$ cat src/rtl/mrp_pkg.sv
// Purpose: Shared constants and types for the memory region protection checker
// Assumes: 32-bit byte addresses, configuration supplied as static inputs
// Notes: Constants, region struct and state enum only
`default_nettype none
package mrp_pkg;
  localparam int MRP_ADDR_W = 32;
  localparam int MRP_DATA_W = 32;
  localparam int MRP_MAX_REGIONS = 8;
  localparam int MRP_SUBS = 8;
  localparam int MRP_SUB_W = 3;
  localparam int MRP_SIZE_W = 5;
  // Smallest span is 2**8 bytes, so each sub-region holds at least 32 bytes
  localparam logic [MRP_SIZE_W-1:0] MRP_MIN_SIZE_LOG2 = 5'h08;

  typedef struct packed {
    logic enable;
    logic no_access;
    logic read_only;
    logic [MRP_SIZE_W-1:0] size_log2;
    logic [MRP_SUBS-1:0] sub_disable;
    logic [MRP_ADDR_W-1:0] base;
  } mrp_region_s;

  typedef enum logic [1:0] {
    MRP_IDLE,
    MRP_CHECK,
    MRP_ISSUE
  } mrp_state_e;
endpackage
`default_nettype wire

$ cat src/rtl/mrp_region_match.sv
// Purpose: Address match of one protection region with sub-region masking
// Assumes: Region base is aligned to its span
// Notes: Purely combinational
`timescale 1ns/100ps
`default_nettype none
module mrp_region_match
  import mrp_pkg::*;
(
  input wire logic i_clock,
  input wire logic i_srst,
  input wire mrp_region_s i_region,
  input wire logic [MRP_ADDR_W-1:0] i_addr,
  output logic o_hit
);
  logic [MRP_ADDR_W-1:0] span_mask;
  logic [MRP_ADDR_W-1:0] shifted;
  logic [MRP_SUB_W-1:0] sub_idx;
  logic span_hit;
  logic size_ok;

  always_comb begin
    size_ok = (i_region.size_log2 >= MRP_MIN_SIZE_LOG2);
    span_mask = {MRP_ADDR_W{1'b1}} << i_region.size_log2;
    span_hit = ((i_addr & span_mask) == (i_region.base & span_mask));
    // Top three offset bits pick one of eight equal parts
    shifted = i_addr >> (i_region.size_log2 - MRP_SIZE_W'(MRP_SUB_W));
    sub_idx = shifted[MRP_SUB_W-1:0];
    o_hit = i_region.enable && size_ok && span_hit && !i_region.sub_disable[sub_idx];
  end

  AST_SUB_MASKED: assert property (@(posedge i_clock) disable iff (i_srst)
    i_region.sub_disable[sub_idx] |-> !o_hit)
    else $error("hit reported inside a disabled sub-region");
endmodule
`default_nettype wire

$ cat config.mk
export PLATFORM = sky130hd
export DESIGN_NAME = mrp_region_match
export DESIGN_NICKNAME = d
export VERILOG_FILES = /design/src/rtl/mrp_pkg.sv /design/src/rtl/mrp_region_match.sv
export SDC_FILE = /design/constraint.sdc
export NUM_CORES = 1
export LEC_CHECK = 0
export ABC_CLOCK_PERIOD_IN_PS = 4200
export BUFFER_PORTS_ARGS = -buffer_cell sky130_fd_sc_hd__buf_2
export CORE_MARGIN = 1
export CORE_UTILIZATION = 47
export DETAILED_ROUTE_END_ITERATION = 7
export PLACE_DENSITY_LB_ADDON = 0.08
export SYNTH_ARGS = -nofsm -noshare
export SYNTH_HDL_FRONTEND = slang
export SYNTH_SLANG_ARGS = --single-unit
$ cat constraint.sdc
create_clock -name vclk -period 4.2
set_input_delay 0.21 -clock vclk [all_inputs]
set_output_delay 0.21 -clock vclk [all_outputs]
set_load 0.01 [all_outputs]
After elaboration in Yosys (flattened, before gate mapping) --
Cells that the tools add are included.
Word-level totals: register bits after elaboration 0, bits of input ports 82, output and inout port bits 1, logic and storage cells 14
Cells by class: add/subtract/negate cells 1, magnitude comparators 2, equal/unequal tests 1, shifts and indexed selects 2, multiplexer cells 2, bitwise logic cells 2, reduce and logical (&&, ||, !) cells 4
Operators with widths (count):
- $and 32x32->32 | 2
- $eq 32x32->1 | 1
- $shl 32x5->32 const A | 1
- $shr 32x5->3 | 1
- $ge 5x4->1 const B | 1
- $sub 5x2->5 const B | 1
- $lt 3x4->1 const B | 1
- $bmux 1 s3 | 1
- $logic_and 1x1->1 | 3
- $logic_not 1->1 | 1
- $mux 1 | 1

Logic depth before layout (Yosys ltp) --
Gate-level depths: netlist (run 1).
depth in word-level cells 6, depth in mapped cells 15, depth with buffers taken out 10

Worst setup path after synthesis (run 1) --
No wires, ideal clock.
kind input port to output port, start point input port i_region[40] (netlist name), end point output port o_hit, data arrival time 3.207 ns, required time 3.990 ns, path slack 0.783 ns, stages 13, buffers on the path 4, cell sequence buf_4 buf_2 buf_2 inv_1 ha_1 buf_2 mux4_2 mux4_2 mux2i_2 nand2_1 nor2_1 nor4_2 a211oi_2
On the way: word-level cells in the longest chain between the ends 6, elaborated cells on any way between the ends 13, classes of those cells add/sub: 1; order compare: 1; eq/ne: 1; shift: 2; mux: 2; bitwise: 2; reduce/logical: 4
RTL lines:
- start, declared | line mrp_region_match.sv:11 | input wire mrp_region_s i_region,
- $sub 5x2->5 | line mrp_region_match.sv:26 | shifted = i_addr >> (i_region.size_log2 - MRP_SIZE_W'(MRP_SUB_W));
- $shr 32x5->3 | line mrp_region_match.sv:26
- $bmux 1 s3 | line mrp_region_match.sv:28 | o_hit = i_region.enable && size_ok && span_hit && !i_region.sub_disable[sub_idx];
- $mux 1 (not written as such) | line mrp_region_match.sv:28
- $logic_not 1->1 | line mrp_region_match.sv:28
- $logic_and 1x1->1 * | line mrp_region_match.sv:28
- end, declared | line mrp_region_match.sv:13 | output logic o_hit
Every way passes the cells marked *; elsewhere a longest branch is shown, timed or not. The select of a mux whose other input is x is not followed.

Worst setup path after layout (run 1) --
Same ends and word-level chain as after synthesis.

==> flow_summary.yaml, run 1 <==
worst_setup_path:
  timing.critical_path.buf_inv: 2
  crit_chain: "buf_2 > ha_1 > ha_1 > mux4_2 > mux4_2 > mux2i_4 > mux2_1 > nand2_1 > o21ai_0 > a211oi_2 > buf_2"
  required_ns: 3.99
  arrival_ns: 3.32
  cp_top_family: "multiplexers"
  slowest_stage: "ha_1"
  path_max_fanout: 13
  worst_path_largest_cell_delay_ns: 0.61
  worst_setup_path_end_kind: "output pin"
  crit_start: "i_region[40]"
  critPathKind: "primary input to output pin"
  start_kind: "primary input"
logic_synthesis:
  syn-instance-count: 148
  syn_area_per_cell_um2: 9.94
  synth_common_cells: "mux4_2, xor2_1, xnor2_1"
  synth_top_area_share: 0.398
  synth_area_leaders: "mux4_2, xor2_1, xnor2_1"
  synth-warning-count: 0
  netlist_area_um2: 1470
  syn-num-nets: 235
  ys_seq_area_frac: 0
  synth_cell_types: 38
  synth.most_common_cell: "mux4_2"
  yosys.area.top_type: "mux4_2"
final_layout:
  multi_input_area_um2: 1410
  drive_above_1_share: 0.507
  fin_area_um2: 1830
  final.fill_count: 248
  seq_cells: 0
  fin_nets: 300
  seq_area_um2: 0
  clock_buffers: 0
  n_antenna_cell: 0
  syn_to_final_growth_pct: 24.6
die:
  fp.coreArea_um2: 2850
  row_count: 19
  io_pins: 83
  die-width_um: 58.0
  die_y_um: 58.0
  die_area_um2: 3360
  start_util: 0.516
global_routing:
  met1_usage: 0.409
  grt_max_degree: 23
  grt_pass1_vias: 1396
  grt_use_total: 0.265
  grt_pass1_wl_um: 6910
  use_met3: 0.0134
  gr-total-overflow: 0
  antenna_found_initial: 0
  met2_usage: 0.442
  globalRoute.busiestLayer: "met2"
timing:
  hold_viol: 0
  period_needed_ns: 3.53
  period_share: 0.842
  final_max_slew_viol_count: 0
  finalSetupTns_ns: 0
  setup_viol: 0
  tightest_slew_ns: 0.617
  rsz0062_at_grt: "false"
  slew_headroom: 0.589
  max_freq_ghz: 0.283
outcome:
  status: "complete, but fails checks"
  violations: "DRC"
detailed_routing:
  antenna_left: 0
  detailroute.via_count: 1526
  drc: 7
  drtIter0Drc: 129
  wirelength_um: 4210
  wl_per_cell_um: 17.4
  first_pass_iters: 6
  via_per_inst: 6.31
pwr:
  p_comb_frac: 1.000
  swShare: 0.477
  vdd.ir_drop.worst_uv: 68.1
  power_density_nw_per_um2: 142
  cell_internal_pwr_w: 0.000136
  switching_power_w: 0.000124
  total_power_w: 0.000260
  clockPowerShare: 0
  sequentialPowerShare: 0
  p_leak_nw: 0.775
placed_design:
  portBuffers: 71
  gp_congestion: 0.939
  placed_cell_area_um2: 1830
  hpwl_um: 3480
flow_run:
  maxCapViolations: 0
worst_hold_path:
  hold_class: "primary input to output pin"
  hold_start: "i_region[37]"
clocking:
  hold_buffers: 0
  cts-resized-gates: 0
  post-cts-setup-buffers: 0
power by group through the flow:
| stage | Sequential, W | Combinational (W) | Clock (W) |
|---|---|---|---|
| CTS | 0 | 0.000259 | 0 |
| detailed placement | 0 | 0.000259 | 0 |
| finish | 0 | 0.000260 | 0 |
| global route | 0 | 0.000283 | 0 |
| floorplan | 0 | 0.000181 | 0 |
| global placement | 0 | 0.000252 | 0 |
final cells by class:
class | count | share of cell area
inverters | 3 | 0.00614
well taps | 31 | 0.0212
repair buffers | 73 | 0.202
multi-input cells | 135 | 0.771
final timing paths:
check,to,slack [ns],cells after the start
worst min-delay path,o_hit,0.93,6
worst max-delay path,o_hit,0.67,11
metrics by stage:
stage               std cells  setup slack, ns  hold slack [ns]   util
CTS                       242            0.698            0.931  0.643
finish                    242            0.666            0.932  0.643
global route              242            0.479            0.997  0.643
global placement          242            0.752            0.921  0.643
detailed placement        242            0.685            0.925  0.643
floorplan                 148            0.783            0.722      -
per-layer routing:
metal  vias up  wire (um)
met5         -          0
met4         0         15
met3         2        417
met1       708       1770
li1        718          -
met2        98       2000
cell usage in the layout (no fill, tap or decap), drive strengths merged, types with 3 or more instances in the layout:
| master | netlist | layout |
|---|---|---|
| nand4 | 3 | 3 |
| xor2 | 14 | 14 |
| o22ai | 3 | 3 |
| mux4 | 26 | 26 |
| o21ai | 9 | 9 |
| mux2i | 8 | 8 |
| nor3 | 3 | 3 |
| xnor2 | 12 | 12 |
| buf | 6 | 73 |
| inv | 3 | 3 |
| nor2 | 10 | 10 |
| ha | 5 | 5 |
| nand3 | 3 | 3 |
| a21oi | 8 | 8 |
| nand2 | 9 | 9 |
kinds of logic after synthesis:
| group | Yosys count | synth area share |
|---|---|---|
| muxes | 35 | 0.471 |
| adders and majority gates | 5 | 0.0425 |
| and+or+nand+nor | 36 | 0.128 |
| buffers and inverters | 13 | 0.0400 |
| xor gates and xnor gates | 26 | 0.173 |
| AOI/OAI and AO/OA | 33 | 0.145 |
No activity file was read; power rests on OpenSTA's default activity.
==> run 2: changes to the inputs <==
ABC_CLOCK_PERIOD_IN_PS = 3350   (was 4200)
clock period = 3.35 ns   (was 4.2 ns; I/O delays follow)
==> flow_summary.yaml, run 2 (synthesized netlist as in run 1, its figures left out) <==
final_layout:
  final_cell_mix: "buf_2, mux4_2, xor2_1, xnor2_1, nor2_1"
  multi_input_area_um2: 1410
  n_antenna_cell: 0
  clock_buffers: 0
  seq_area_um2: 0
  syn_to_final_growth_pct: 26.4
  drive_above_1_share: 0.512
  stdcell_count: 244
  final.fill_count: 264
  seq_cells: 0
  fin_nets: 302
  final_common_cell: "buf_2"
global_routing:
  grt_pass1_wl_um: 6820
  gr-total-overflow: 0
  grt_use_total: 0.260
  antenna_found_initial: 0
  grt_pass1_vias: 1432
  grt_max_degree: 29
pwr:
  power_density_nw_per_um2: 180
  vdd.ir_drop.worst_uv: 117
  p_leak_nw: 0.789
  total_power_w: 0.000334
placed_design:
  hpwl_um: 3520
  place_inst: 244
  portBuffers: 71
  gp_congestion: 0.917
detailed_routing:
  wirelength_um: 4240
  antenna_left: 0
  wl_per_cell_um: 17.4
  drc: 7
  first_pass_iters: 6
  drtIter0Drc: 117
  detailroute.via_count: 1547
  via_per_inst: 6.34
die:
  io_pins: 83
  fp.coreArea_um2: 2850
  die_area_um2: 3360
  start_util: 0.516
  die-width_um: 58.0
  die_y_um: 58.0
  row_count: 19
timing:
  rsz0062_at_grt: "false"
  setup_viol: 0
  tightest_slew_ns: 0.418
  max_freq_ghz: 0.319
  finalSetupTns_ns: 0
  period_needed_ns: 3.13
  period_share: 0.935
  slew_headroom: 0.714
  final_max_slew_viol_count: 0
  hold_viol: 0
clocking:
  hold_buffers: 0
  cts-resized-gates: 0
  post-cts-setup-buffers: 0
worst_setup_path:
  slowest_stage: "ha_1"
  arrival_ns: 2.96
  required_ns: 3.18
  start_kind: "primary input"
  path_max_fanout: 9
  critPathKind: "primary input to output pin"
  crit_chain: "buf_2 > ha_1 > ha_1 > mux4_2 > mux4_2 > mux2i_4 > mux2_1 > nand2_1 > o21ai_0 > a211oi_2 > buf_2"
  worst_setup_path_end_kind: "output pin"
  worst_path_largest_cell_delay_ns: 0.51
outcome:
  violations: "DRC"
  status: "complete, but fails checks"
flow_run:
  maxCapViolations: 0
worst_hold_path:
  hold_class: "primary input to output pin"
-- run 2: cell count changes in the layout (fill, tap and decap cells not counted) --
cell	previous run	this run
buf_4	2	3
buf_12	0	1
-- run 2: final timing paths --
kind | startpoint | endpoint | slack [ns] | cells past startpoint
setup / recovery | i_region[41] | o_hit | 0.22 | 11
hold / removal | i_region[37] | o_hit | 0.85 | 6
-- run 2: cell type report --
type | count | area share
multi-input cells | 135 | 0.759
inverters | 3 | 0.00605
well taps | 31 | 0.0208
repair buffers | 75 | 0.214
-- run 2: power breakdown --
group          switching (W)  leakage [nW]  internal (W)
Combinational       0.000155         0.789      0.000179
Sequential                 0             0             0
Clock                      0             0             0
-- run 2: critical path, delay by kind of cell --
family,cells,cell delay (ns)
muxes,4,1.37
adders and majority gates,2,0.73
buffers and inverters,2,0.32
AOI/OAI and AO/OA,2,0.31
and+or+nand+nor,1,0.06
-- run 2: metal layers --
layer,track usage,up-vias,share of wire
met4,0.0374,0,0.011
met5,0,-,0
met2,0.425,103,0.47
met3,0.0223,4,0.11
li1,-,725,-
met1,0.386,715,0.40
-- run 2: stage by stage --
step | instance area (um2) | setup slack [ns] | hold WS, ns | util
floorplan | 1470 | 0.0177 | 0.637 | -
global placement | 1860 | 0.215 | 0.843 | 0.652
detailed placement | 1860 | 0.212 | 0.850 | 0.652
CTS | 1860 | 0.214 | 0.854 | 0.652
global route | 1860 | 0.0276 | 0.911 | 0.652
finish | 1860 | 0.218 | 0.851 | 0.652
==> run 3: changes to the inputs <==
ABC_CLOCK_PERIOD_IN_PS = 3700   (was 3350)
CORE_UTILIZATION = 51   (was 47)
GPL_TIMING_DRIVEN = 0   (was unset)
clock period = 3.7 ns   (was 3.35 ns; I/O delays follow)
==> flow_summary.yaml, run 3 (synthesized netlist as in run 1, its figures left out) <==
flow_run:
  maxCapViolations: 0
die:
  row_count: 19
  io_pins: 83
  start_util: 0.538
  die_area_um2: 3100
  die-width_um: 55.7
  fp.coreArea_um2: 2730
  die_y_um: 55.7
timing:
  finalSetupTns_ns: 0
  period_needed_ns: 3.52
  final_max_slew_viol_count: 0
  holdWs_ns: 0.885
  slew_headroom: 0.614
  rsz0062_at_grt: "false"
  tightest_slew_ns: 0.565
  hold_viol: 0
  period_share: 0.952
  setup_viol: 0
  max_freq_ghz: 0.284
final_layout:
  multi_input_area_um2: 1420
  final_cell_mix: "buf_2, mux4_2, xor2_1, xnor2_1, nor2_1"
  final_common_cell: "buf_2"
  n_antenna_cell: 0
  seq_cells: 0
  clock_buffers: 0
  drive_above_1_share: 0.505
  seq_area_um2: 0
  fin_nets: 305
  final.fill_count: 219
  syn_to_final_growth_pct: 28.1
placed_design:
  portBuffers: 69
  hpwl_um: 3800
  gp_congestion: 0.887
global_routing:
  grt_pass1_wl_um: 7230
  gr-total-overflow: 0
  grt_use_total: 0.294
  antenna_found_initial: 0
  grt_max_degree: 14
  grt_pass1_vias: 1506
worst_setup_path:
  start_kind: "primary input"
  critPathKind: "primary input to output pin"
  crit_chain: "clkbuf_4 > ha_1 > ha_1 > mux4_2 > mux4_2 > mux2i_4 > mux2_1 > nand2_1 > o21ai_0 > a211oi_2 > buf_2"
  timing.critical_path.buf_inv: 2
  worst_setup_path_end_kind: "output pin"
  path_max_fanout: 13
  required_ns: 3.51
  slowest_stage: "ha_1"
  cp_top_family: "multiplexers"
  worst_path_largest_cell_delay_ns: 0.65
  arrival_ns: 3.34
outcome:
  status: "complete, no violations"
clocking:
  hold_buffers: 0
  post-cts-setup-buffers: 0
detailed_routing:
  detailroute.via_count: 1624
  wirelength_um: 4700
  first_pass_iters: 4
  drtIter0Drc: 78
  via_per_inst: 6.57
  drc: 0
  wl_per_cell_um: 19.0
  antenna_left: 0
pwr:
  vdd.ir_drop.worst_uv: 116
  power_density_nw_per_um2: 165
  p_leak_nw: 0.795
worst_hold_path:
  hold_class: "primary input to output pin"
## run 3: cell type report
class                      count  share of cell area
timing repair buffer          69               0.184
multi-input combinational    135               0.754
tap                           31              0.0206
buffer                         9              0.0352
inverter                       3             0.00597
## run 3: repair_timing
action,in CTS,in global routing
setup endpoints to repair,1,1
resized for setup,5,4
hold endpoints to repair,0,0
## run 3: report_power, final
group          total (W)  internal (W)  switching, W
Sequential             0             0             0
Combinational   0.000311      0.000161      0.000150
Clock                  0             0             0
## run 3: routing by layer
metal	GRT usage	wire, um	vias to the layer above
met3	0.0302	571	10
met2	0.497	2300	125
li1	-	-	730
met4	0.0750	100	0
met1	0.406	1720	759
met5	0	0	-
## run 3: per-stage QoR
stage	std cells	instance area [um2]	utilization	total power, W	setup WS [ns]
4_1_cts	247	1870	0.685	0.000305	0.0328
2_1_floorplan	148	1470	-	0.000205	0.333
3_3_place_gp	248	1860	0.679	0.000289	-0.284
5_1_grt	247	1890	0.690	0.000330	0.0421
6_report	247	1890	0.690	0.000311	0.178
3_5_place_dp	248	1860	0.679	0.000297	-0.372
## run 3: worst paths after layout
check | from | end | slack [ns] | cells after the start
max | i_region[40] | o_hit | 0.18 | 11
min | i_region[39] | o_hit | 0.89 | 5
